==> config.mk <==
export PLATFORM = sky130hd
export DESIGN_NAME = rdl_ctrl
export DESIGN_NICKNAME = d
export VERILOG_FILES = /design/src/hdl/rdl_pkg.sv /design/src/hdl/rdl_sync.sv /design/src/hdl/rdl_ctrl.sv
export VERILOG_INCLUDE_DIRS = /design/src /design/src/hdl
export SDC_FILE = /design/constraint.sdc
export NUM_CORES = 1
export LEC_CHECK = 0
export CAP_MARGIN = 20
export CORE_ASPECT_RATIO = 0.9
export CORE_MARGIN = 1
export CORE_UTILIZATION = 40
export CTS_BUF_LIST = sky130_fd_sc_hd__clkbuf_16
export DETAILED_ROUTE_END_ITERATION = 16
export DONT_BUFFER_PORTS = 1
export GPL_ROUTABILITY_DRIVEN = 0
export GPL_TIMING_DRIVEN = 0
export PLACE_DENSITY = 0.59
export SYNTH_ARGS = -nofsm -noshare
export SYNTH_HDL_FRONTEND = slang
export SYNTH_HIERARCHICAL = 1
export SYNTH_SLANG_ARGS = --single-unit
==> constraint.sdc <==
create_clock -name clk -period 3.95 [get_ports clk]
set_input_delay 0.79 -clock clk [delete_from_list [all_inputs] [get_ports clk]]
set_output_delay 0.79 -clock clk [all_outputs]
set_load 0.005 [all_outputs]
==> src/hdl/rdl_params.svh <==
// Purpose: Constants for the redriver control block: register map,
//          field positions, reset values and timing figures.
// Assumes: Byte addresses on a 32-bit Avalon-MM register bus.
// Notes:   Definitions only; included by bare name.
`ifndef RDL_PARAMS_SVH
`define RDL_PARAMS_SVH

// ----------------------------------------------------------------------
// Register offsets (byte addresses)
// ----------------------------------------------------------------------
`define RDL_OFS_CTRL        5'h00
`define RDL_OFS_EQ          5'h04
`define RDL_OFS_SWING       5'h08
`define RDL_OFS_STATUS      5'h0C

// ----------------------------------------------------------------------
// Control register fields
// ----------------------------------------------------------------------
`define RDL_CTRL_CFG_LSB    0
`define RDL_CTRL_LIM_BIT    2
`define RDL_CTRL_PRE_BIT    3
`define RDL_CTRL_DEE_BIT    4
`define RDL_CTRL_RST        5'h00

// ----------------------------------------------------------------------
// Equalization register: four 4-bit lane fields, lane 0 lowest
// ----------------------------------------------------------------------
`define RDL_EQ_W            4
`define RDL_EQ_RST          16'h0000

// ----------------------------------------------------------------------
// Swing register fields, each two bits wide
// ----------------------------------------------------------------------
`define RDL_SW_DN_LSB       0
`define RDL_SW_UPLIN_LSB    2
`define RDL_SW_LIM_LSB      4
`define RDL_SW_PRE_LSB      6
`define RDL_SW_DEE_LSB      8
`define RDL_SW_RST          10'h00F
`define RDL_SWING_LEVEL_THREE 2'h3

// ----------------------------------------------------------------------
// Status register fields
// ----------------------------------------------------------------------
`define RDL_ST_LINK_LSB     0
`define RDL_ST_USB_BIT      2
`define RDL_ST_REGMODE_BIT  3
`define RDL_ST_RATE_BIT     4
`define RDL_ST_LIM_BIT      5
`define RDL_ST_STRAP_LSB    8

// ----------------------------------------------------------------------
// Timing
// ----------------------------------------------------------------------
`define RDL_CLK_MHZ         25
`define RDL_RXDET_PERIOD_US 100
`define RDL_RXDET_CYC       (`RDL_RXDET_PERIOD_US * `RDL_CLK_MHZ)
`define RDL_U1_IDLE_US      300

`endif

==> src/hdl/rdl_pkg.sv <==
// Purpose: Types shared by the redriver control block.
// Assumes: Used together with rdl_params.svh.
// Notes:   Link power states are binary coded.
package rdl_pkg;

	// ------------------------------------------------------------------
	// Link power states
	// ------------------------------------------------------------------
	typedef enum logic [1:0] {
		RDL_DISC = 2'b00,
		RDL_U23  = 2'b01,
		RDL_U1   = 2'b10,
		RDL_U0   = 2'b11
	} rdl_link_t;

	typedef logic [1:0] rdl_level_t;

endpackage

==> src/hdl/rdl_sync.sv <==
// Purpose: Two flip-flop synchronizer for pin-level inputs.
// Assumes: Inputs are static levels or slow compared with clk.
// Notes:   The first stage feeds only the second stage.
`timescale 1ns/1ns
`default_nettype none

module rdl_sync #(
	parameter int W = 1
) (
	// Clock and reset
	input  wire logic         clk,
	input  wire logic         nrst,
	input  wire logic         clk_en,
	// Data
	input  wire logic [W-1:0] d,
	output var  logic [W-1:0] q
);

	logic [W-1:0] meta_q;

	// Two stages; a frozen clock enable holds both
	always_ff @(posedge clk or negedge nrst) begin
		if (!nrst) begin
			meta_q <= '0;
			q      <= '0;
		end else if (clk_en) begin
			meta_q <= d;
			q      <= meta_q;
		end
	end

endmodule

`default_nettype wire

==> src/hdl/rdl_ctrl.sv <==
// Purpose: Equalization, swing and link power control for a linear
//          redriver with an Avalon-MM register slave.
// Assumes: Analog front end reports strap levels as 2-bit codes and link
//          conditions as levels; all are asynchronous to clk.
// Notes:   Straps are followed live, not latched at power-up.
//
// Implementation choices: the placing of the registers and the Avalon-MM interface to the registers.
`timescale 1ns/1ns
`default_nettype none
`include "rdl_params.svh"

module rdl_ctrl
	import rdl_pkg::*;
#(
	parameter int unsigned U1_IDLE_CYC = `RDL_U1_IDLE_US * `RDL_CLK_MHZ
) (
	// Clock, reset, enable
	input  wire logic        clk,
	input  wire logic        nrst,
	input  wire logic        clk_en,
	// Avalon-MM slave
	input  wire logic [4:0]  avs_address,
	input  wire logic        avs_read,
	input  wire logic        avs_write,
	input  wire logic [31:0] avs_writedata,
	input  wire logic [3:0]  avs_byteenable,
	output var  logic [31:0] avs_readdata,
	output logic             avs_waitrequest,
	// Strap pins
	input  wire logic [1:0]  disp_eq_strap_hi,
	input  wire logic [1:0]  disp_eq_strap_lo,
	input  wire logic        usb_enable_strap,
	input  wire logic        reg_mode_strap,
	// Link observations
	input  wire logic        ufp_term_det,
	input  wire logic        dfp_term_det,
	input  wire logic        ufp_eidle,
	input  wire logic        dfp_eidle,
	input  wire logic        lfps_valid,
	input  wire logic        ss_gen2_rate,
	// Receive equalization
	output var  logic [3:0]  disp_lane0_eq_index,
	output var  logic [3:0]  disp_lane1_eq_index,
	output var  logic [3:0]  disp_lane2_eq_index,
	output var  logic [3:0]  disp_lane3_eq_index,
	// Swing and transmit equalization
	output var  logic [1:0]  disp_tx_swing,
	output var  logic [1:0]  usb_dn_tx_swing,
	output var  logic [1:0]  up_linear_swing,
	output var  logic        up_limited_mode,
	output var  logic [1:0]  up_limited_swing,
	output var  logic        tx_preshoot_on,
	output var  logic [1:0]  tx_preshoot_lvl,
	output var  logic        tx_deemphasis_on,
	output var  logic [1:0]  tx_deemphasis_lvl,
	// Link power
	output var  logic [1:0]  link_state,
	output var  logic        redrive_en,
	output var  logic        rx_term_en,
	output var  logic        tx_cm_hold,
	output var  logic        rxdet_req
);

	// ------------------------------------------------------------------
	// Functions
	// ------------------------------------------------------------------

	// Four-level codes 0,R,F,1 are 0..3, so the index is 4*hi+lo
	function automatic logic [3:0] strap_index(input logic [1:0] hi,
	                                           input logic [1:0] lo);
		strap_index = 4'((hi * 4) + lo);
	endfunction

	// Merge write data into a register under byte enables
	function automatic logic [31:0] be_merge(input logic [31:0] old,
	                                         input logic [31:0] wd,
	                                         input logic [3:0]  be);
		logic [31:0] r;
		r = old;
		for (int i = 0; i < 4; i++) begin
			if (be[i]) begin
				r[i*8 +: 8] = wd[i*8 +: 8];
			end
		end
		be_merge = r;
	endfunction

	// ------------------------------------------------------------------
	// Input synchronization
	// ------------------------------------------------------------------
	logic [11:0] sync_q;
	logic [1:0]  s_hi;
	logic [1:0]  s_lo;
	logic        s_usb;
	logic        s_reg;
	logic        s_uterm;
	logic        s_dterm;
	logic        s_uidle;
	logic        s_didle;
	logic        s_lfps;
	logic        s_rate;

	rdl_sync #(.W(12)) u_sync (
		.clk    (clk),
		.nrst   (nrst),
		.clk_en (clk_en),
		.d      ({disp_eq_strap_hi, disp_eq_strap_lo, usb_enable_strap,
		          reg_mode_strap, ufp_term_det, dfp_term_det, ufp_eidle,
		          dfp_eidle, lfps_valid, ss_gen2_rate}),
		.q      (sync_q)
	);

	// Unpack the synchronized vector
	assign {s_hi, s_lo, s_usb, s_reg, s_uterm, s_dterm, s_uidle, s_didle,
	        s_lfps, s_rate} = sync_q;

	// ------------------------------------------------------------------
	// Register bus slave
	// ------------------------------------------------------------------
	logic [4:0]  ctrl_q;
	logic [15:0] eq_q;
	logic [9:0]  swing_q;
	logic        ack_q;
	logic [31:0] status_w;
	logic [31:0] rd_w;
	logic        wr_go;
	logic [31:0] wr_ctrl;
	logic [31:0] wr_eq;
	logic [31:0] wr_swing;
	rdl_link_t   st_q;
	rdl_link_t   st_d;
	logic        usb_en;
	logic        lim_en;

	// One wait cycle per access keeps read data registered
	assign avs_waitrequest = (avs_read || avs_write) && !ack_q;
	assign wr_go           = avs_write && ack_q && clk_en;

	assign wr_ctrl  = be_merge({27'h000_0000, ctrl_q}, avs_writedata,
	                           avs_byteenable);
	assign wr_eq    = be_merge({16'h0000, eq_q}, avs_writedata,
	                           avs_byteenable);
	assign wr_swing = be_merge({22'h00_0000, swing_q}, avs_writedata,
	                           avs_byteenable);

	// Live status: link state, enables, strap index
	always_comb begin
		status_w = 32'h0000_0000;
		status_w[`RDL_ST_LINK_LSB +: 2] = st_q;
		status_w[`RDL_ST_USB_BIT]       = usb_en;
		status_w[`RDL_ST_REGMODE_BIT]   = s_reg;
		status_w[`RDL_ST_RATE_BIT]      = s_rate;
		status_w[`RDL_ST_LIM_BIT]       = up_limited_mode;
		status_w[`RDL_ST_STRAP_LSB +: 4] = strap_index(s_hi, s_lo);
	end

	// Address decode; unmapped words read as zero
	always_comb begin
		unique case (avs_address)
			`RDL_OFS_CTRL:   rd_w = {27'h000_0000, ctrl_q};
			`RDL_OFS_EQ:     rd_w = {16'h0000, eq_q};
			`RDL_OFS_SWING:  rd_w = {22'h00_0000, swing_q};
			`RDL_OFS_STATUS: rd_w = status_w;
			default:         rd_w = 32'h0000_0000;
		endcase
	end

	// Handshake and read data capture
	always_ff @(posedge clk or negedge nrst) begin
		if (!nrst) begin
			ack_q        <= 1'b0;
			avs_readdata <= 32'h0000_0000;
		end else if (clk_en) begin
			ack_q <= (avs_read || avs_write) && !ack_q;
			if (avs_read && !ack_q) begin
				avs_readdata <= rd_w;
			end
		end
	end

	// Writable registers; limited mode resets off
	always_ff @(posedge clk or negedge nrst) begin
		if (!nrst) begin
			ctrl_q  <= `RDL_CTRL_RST;
			eq_q    <= `RDL_EQ_RST;
			swing_q <= `RDL_SW_RST;
		end else if (wr_go) begin
			unique case (avs_address)
				`RDL_OFS_CTRL:  ctrl_q  <= wr_ctrl[4:0];
				`RDL_OFS_EQ:    eq_q    <= wr_eq[15:0];
				`RDL_OFS_SWING: swing_q <= wr_swing[9:0];
				default: ;
			endcase
		end
	end

	// ------------------------------------------------------------------
	// Mode decode
	// ------------------------------------------------------------------
	// Enables are declared with the bus registers, where status reads usb_en

	// USB on by strap pin, or by the config low bit in register mode
	assign usb_en = s_reg ? ctrl_q[`RDL_CTRL_CFG_LSB]
	                      : s_usb;
	// Limited only when register mode selects it
	assign lim_en = s_reg && ctrl_q[`RDL_CTRL_LIM_BIT];

	// ------------------------------------------------------------------
	// Equalization and swing outputs
	// ------------------------------------------------------------------
	always_ff @(posedge clk or negedge nrst) begin
		if (!nrst) begin
			disp_lane0_eq_index <= 4'h0;
			disp_lane1_eq_index <= 4'h0;
			disp_lane2_eq_index <= 4'h0;
			disp_lane3_eq_index <= 4'h0;
		end else if (clk_en) begin
			if (s_reg) begin
				// Per-lane fields
				disp_lane0_eq_index <= eq_q[0*`RDL_EQ_W +: 4];
				disp_lane1_eq_index <= eq_q[1*`RDL_EQ_W +: 4];
				disp_lane2_eq_index <= eq_q[2*`RDL_EQ_W +: 4];
				disp_lane3_eq_index <= eq_q[3*`RDL_EQ_W +: 4];
			end else begin
				// Shared strap pair drives every lane
				disp_lane0_eq_index <= strap_index(s_hi, s_lo);
				disp_lane1_eq_index <= strap_index(s_hi, s_lo);
				disp_lane2_eq_index <= strap_index(s_hi, s_lo);
				disp_lane3_eq_index <= strap_index(s_hi, s_lo);
			end
		end
	end

	// Swing and transmit equalization; downstream is never limited
	always_ff @(posedge clk or negedge nrst) begin
		if (!nrst) begin
			disp_tx_swing     <= `RDL_SWING_LEVEL_THREE;
			usb_dn_tx_swing   <= `RDL_SWING_LEVEL_THREE;
			up_linear_swing   <= `RDL_SWING_LEVEL_THREE;
			up_limited_mode   <= 1'b0;
			up_limited_swing  <= 2'h0;
			tx_preshoot_on    <= 1'b0;
			tx_preshoot_lvl   <= 2'h0;
			tx_deemphasis_on  <= 1'b0;
			tx_deemphasis_lvl <= 2'h0;
		end else if (clk_en) begin
			if (s_reg) begin
				// One field feeds both shared transmitters
				disp_tx_swing   <= swing_q[`RDL_SW_DN_LSB +: 2];
				usb_dn_tx_swing <= swing_q[`RDL_SW_DN_LSB +: 2];
				up_linear_swing <= swing_q[`RDL_SW_UPLIN_LSB +: 2];
			end else begin
				disp_tx_swing   <= `RDL_SWING_LEVEL_THREE;
				usb_dn_tx_swing <= `RDL_SWING_LEVEL_THREE;
				up_linear_swing <= `RDL_SWING_LEVEL_THREE;
			end
			up_limited_mode   <= lim_en;
			up_limited_swing  <= swing_q[`RDL_SW_LIM_LSB +: 2];
			tx_preshoot_lvl   <= swing_q[`RDL_SW_PRE_LSB +: 2];
			tx_deemphasis_lvl <= swing_q[`RDL_SW_DEE_LSB +: 2];
			tx_preshoot_on    <= lim_en && ctrl_q[`RDL_CTRL_PRE_BIT];
			tx_deemphasis_on  <= lim_en && ctrl_q[`RDL_CTRL_DEE_BIT];
		end
	end

	// ------------------------------------------------------------------
	// Link power machine
	// ------------------------------------------------------------------
	logic [15:0] idle_cnt_q;
	logic [11:0] det_cnt_q;
	logic        idle_done;
	logic        det_tick;
	logic        both_term;
	logic        both_idle;

	assign both_term = s_uterm && s_dterm;
	assign both_idle = s_uidle && s_didle;
	assign idle_done = idle_cnt_q == 16'(U1_IDLE_CYC - 1);
	assign det_tick  = det_cnt_q == 12'(`RDL_RXDET_CYC - 1);

	// U1 idle timer, runs only while in U1
	always_ff @(posedge clk or negedge nrst) begin
		if (!nrst) begin
			idle_cnt_q <= 16'h0000;
		end else if (clk_en) begin
			if (st_q != RDL_U1 || idle_done) begin
				idle_cnt_q <= 16'h0000;
			end else begin
				idle_cnt_q <= idle_cnt_q + 16'h0001;
			end
		end
	end

	// Periodic far-end detect timer, runs only in U2/U3
	always_ff @(posedge clk or negedge nrst) begin
		if (!nrst) begin
			det_cnt_q <= 12'h000;
		end else if (clk_en) begin
			if (st_q != RDL_U23 || det_tick) begin
				det_cnt_q <= 12'h000;
			end else begin
				det_cnt_q <= det_cnt_q + 12'h001;
			end
		end
	end

	// Next state from observed link conditions
	always_comb begin
		st_d = st_q;
		if (!usb_en) begin
			st_d = RDL_DISC;
		end else begin
			unique case (st_q)
				RDL_DISC: begin
					if (both_term) begin
						st_d = RDL_U0;
					end
				end
				RDL_U0: begin
					if (both_idle) begin
						st_d = RDL_U1;
					end
				end
				RDL_U1: begin
					if (!both_idle || s_lfps) begin
						st_d = RDL_U0;
					end else if (idle_done) begin
						st_d = RDL_U23;
					end
				end
				RDL_U23: begin
					// Lost termination wins over a coincident LFPS
					if (det_tick && !both_term) begin
						st_d = RDL_DISC;
					end else if (s_lfps) begin
						st_d = RDL_U0;
					end
				end
			endcase
		end
	end

	// State and state-derived outputs move together
	always_ff @(posedge clk or negedge nrst) begin
		if (!nrst) begin
			st_q       <= RDL_DISC;
			link_state <= RDL_DISC;
			redrive_en <= 1'b0;
			rx_term_en <= 1'b0;
			tx_cm_hold <= 1'b0;
			rxdet_req  <= 1'b0;
		end else if (clk_en) begin
			st_q       <= st_d;
			link_state <= st_d;
			redrive_en <= st_d == RDL_U0;
			rx_term_en <= st_d != RDL_DISC;
			tx_cm_hold <= st_d == RDL_U0 || st_d == RDL_U1;
			rxdet_req  <= det_tick && st_q == RDL_U23;
		end
	end
endmodule

`default_nettype wire

==> results.cfg <==
[worst_setup_path]
crit_arrival_ps = 2320
crit_required_ps = 4220
path_max_fanout = 10
crit_type = input port to flop
critPathCaptureType = flop
cp-start-kind = input port
r2r-start = det_cnt_q[0]$_DFFE_PN0P_
ff2ff_setup_slack_ps = 1980
r2r-end = link_state[0]$_DFFE_PN0P_
rr_worst_depth = 6

[routing]
drtPass1Iterations = 5
wl_um = 14600
detail-route-antenna-nets = 0
avgViaCountPerCell = 5.274
vias = 4140
drcViolationCount = 0
drt-initial-drc-count = 327
wire_per_inst_um = 18.60

[placed_design]
io_buffers = 0
dp_cells = 753
place_hpwl_um = 10270

[sta]
worst_clock_skew_ps = 6.657
finalSetupViolCount = 0
finalHoldViolCount = 0
slew_headroom_pct = 50.06
period_share_pct = 51.76
report.final.slew_viol_count = 0
post-route-min-period_ps = 2045
timing.hold.ws_ps = 64.27
timing.fmax_mhz = 489.1
rsz0062_at_grt = false
max_slew.worst_pin.slew_ps = 749.0
tns_ps = 0

[cts]
cts_max_level = 4
clock_latency_ps = 420
cts_buffer_depth = 2
path_clk_slew_ps = 60
post_cts_buffers = 0
cts_root_buffer = clkbuf_16
numCtsBuffers = 17
tritoncts = yes
ctsHoldBuffers = 0
postCtsResizedCells = 0
clock-sinks = 135

[power_and_ir_drop]
clockPowerShare_pct = 48.2
switchingPower_mw = 0.8512
internal_power_mw = 2.817
sw_frac_of_total_pct = 23.20
p_comb_share_pct = 8.4
powerDensity_nw_per_um2 = 513.9
p_total_mw = 3.669
ir_drop_v = 0.0003146
cellLeakagePower_nw = 3.232
p_seq_share_pct = 43.4

[global_route]
antenna_found_initial = 0
grt_overflow = 0
grt_pass1_vias = 4057
grt_pass1_wl_um = 23290
track_usage_pct = 19.46
grt_max_degree = 136

[synthesis]
avgSynthCellArea_um2 = 11.44
synth-edff-count = 0
synth_seq_cells = 135
syn_inst = 540
synthDistinctLibCells = 53
synth_top_flop_cell = dfrtp_1
syn_area_um2 = 6180
synth-seq-area-share_pct = 54.83
yosys_warnings = 6
async_flop_share_pct = 100.0

[finish]
layout.nets = 634
fin_cells = 785
area_growth_pct = 15.51
diodes = 0
drive_above_1_share_pct = 25.04

[die]
rows = 42
ios = 128
core_area_um2 = 14920
die_h_um = 119.9
initial_core_util_pct = 41.41
dieWidth_um = 133.0
die_area_um2 = 15950

[worst_hold_path]
hold_class = input port to asynchronous set/reset pin

[status]
status = finished clean

[flow_run]
cap_viol_max_count = 0
==> cell type report <==
type,instances,area [um2]
fill,1345,7786
sequential,135,3388
multi-input combinational,360,2490
clock buffer,17,425.4
buffer,43,294.0
tap,198,247.7
clock inverter,15,229.0
inverter,17,63.81
==> placed cells by master (no fill, tap or decap), types with 3 or more instances in the layout <==
master	Yosys	final
a222oi_1	4	4
buf_4	19	19
dfstp_2	8	8
nor3_1	4	4
nand2_1	41	41
clkbuf_16	0	17
clkbuf_1	12	12
a21oi_1	34	34
clkinv_2	0	4
bufinv_16	0	6
mux2i_1	4	4
and2_1	3	3
o21ai_0	28	28
dfrtp_1	127	127
and3_1	7	7
nor2b_1	8	8
mux2_4	20	20
buf_6	3	3
nor2_1	50	50
inv_1	17	17
buf_2	5	5
a31oi_1	5	5
nand3_1	17	17
conb_1	1	16
xnor2_1	7	7
a22oi_1	5	5
mux2_2	48	48
nand4_1	14	14
clkinv_1	0	3
xor2_1	13	13
==> synth_stat cells, drive strengths merged (3+ instances only) <==
master	number	share of area (%)
a21oi	34	2.8
a222oi	4	0.65
a22oi	5	0.61
a31oi	5	0.51
and2	3	0.30
and3	7	0.71
buf	31	4.0
clkbuf	12	0.73
dfrtp	127	51
dfstp	8	3.4
inv	17	1.0
mux2	68	14
mux2i	4	0.65
nand2	41	2.5
nand3	18	1.5
nand4	14	1.4
nor2	52	3.3
nor2b	8	0.81
nor3	6	0.65
nor4	3	0.65
o21ai	30	2.4
o31ai	3	0.45
xnor2	7	0.99
xor2	13	1.8
==> worst max-delay path: stages <==
cell and delay, ps:
buf_2 230, clkbuf_1 430, nor2_1 200, a222oi_1 500
o21ai_0 150
==> cell families (layout without fill, tap and decap cells) <==
group / after synthesis / in the layout / synth area share [%]
AO/OA/AOI/OAI: 86 / 86 / 8.018
XOR/XNOR: 20 / 20 / 2.835
adder cells (fa/ha/maj): 2 / 2 / 0.4049
buffers and inverters: 60 / 92 / 5.791
flip-flops: 135 / 135 / 54.83
multiplexers: 73 / 73 / 14.62
other: 1 / 16 / 0.06068
AND/OR/NAND/NOR: 163 / 163 / 13.44
==> worst max-delay path by stage <==
stage / endpoint / slack (ps) / from
floorplan: ctrl_q[0]$_DFFE_PN0P_ / 1880 / avs_address[2]
global placement: avs_readdata[0]$_DFFE_PN0P_ / 1510 / avs_address[2]
detailed placement: avs_readdata[0]$_DFFE_PN0P_ / 1490 / avs_address[2]
CTS: avs_readdata[0]$_DFFE_PN0P_ / 1920 / avs_address[2]
global route: avs_readdata[0]$_DFFE_PN0P_ / 1760 / avs_address[2]
finish: avs_readdata[0]$_DFFE_PN0P_ / 1910 / avs_address[2]
==> flip-flops by register name, indices dropped and copies added (netlist names), 4 cells and up <==
register,flops
disp_lane0_eq_index,4
u_sync/q,12
ctrl_q,5
det_cnt_q,12
disp_lane1_eq_index,4
eq_q,16
swing_q,10
disp_lane2_eq_index,4
idle_cnt_q,16
avs_readdata,16
u_sync/meta_q,12
disp_lane3_eq_index,4
==> power groups by stage <==
stage	Combinational, mW	Clock, mW	Sequential (mW)
after floorplan	0.248	0	1.57
after global placement	0.300	0	1.61
after detailed placement	0.306	0	1.62
after CTS	0.308	1.81	1.59
after global routing	0.339	1.87	1.61
final	0.308	1.77	1.59
==> metrics by stage <==
stage          util (%)  setup slack [ps]  instance area [um2]
2_1_floorplan         -              1877                 6236
3_3_place_gp      43.44              1508                 6484
3_5_place_dp      43.44              1486                 6484
4_1_cts           47.83              1921                 7138
5_1_grt           47.83              1758                 7138
6_report          47.83              1905                 7138
==> metal layers <==
metal / wire length, um / GRT usage, % / up-vias / part of all wire [%]
li1: - / - / 1932 / -
met1: 6835 / 26.90 / 2050 / 47
met2: 6570 / 28.73 / 135 / 45
met3: 919 / 5.027 / 23 / 6.3
met4: 276 / 8.621 / 0 / 1.9
met5: 0 / 0 / - / 0
Power figures use the tool's default switching activity.
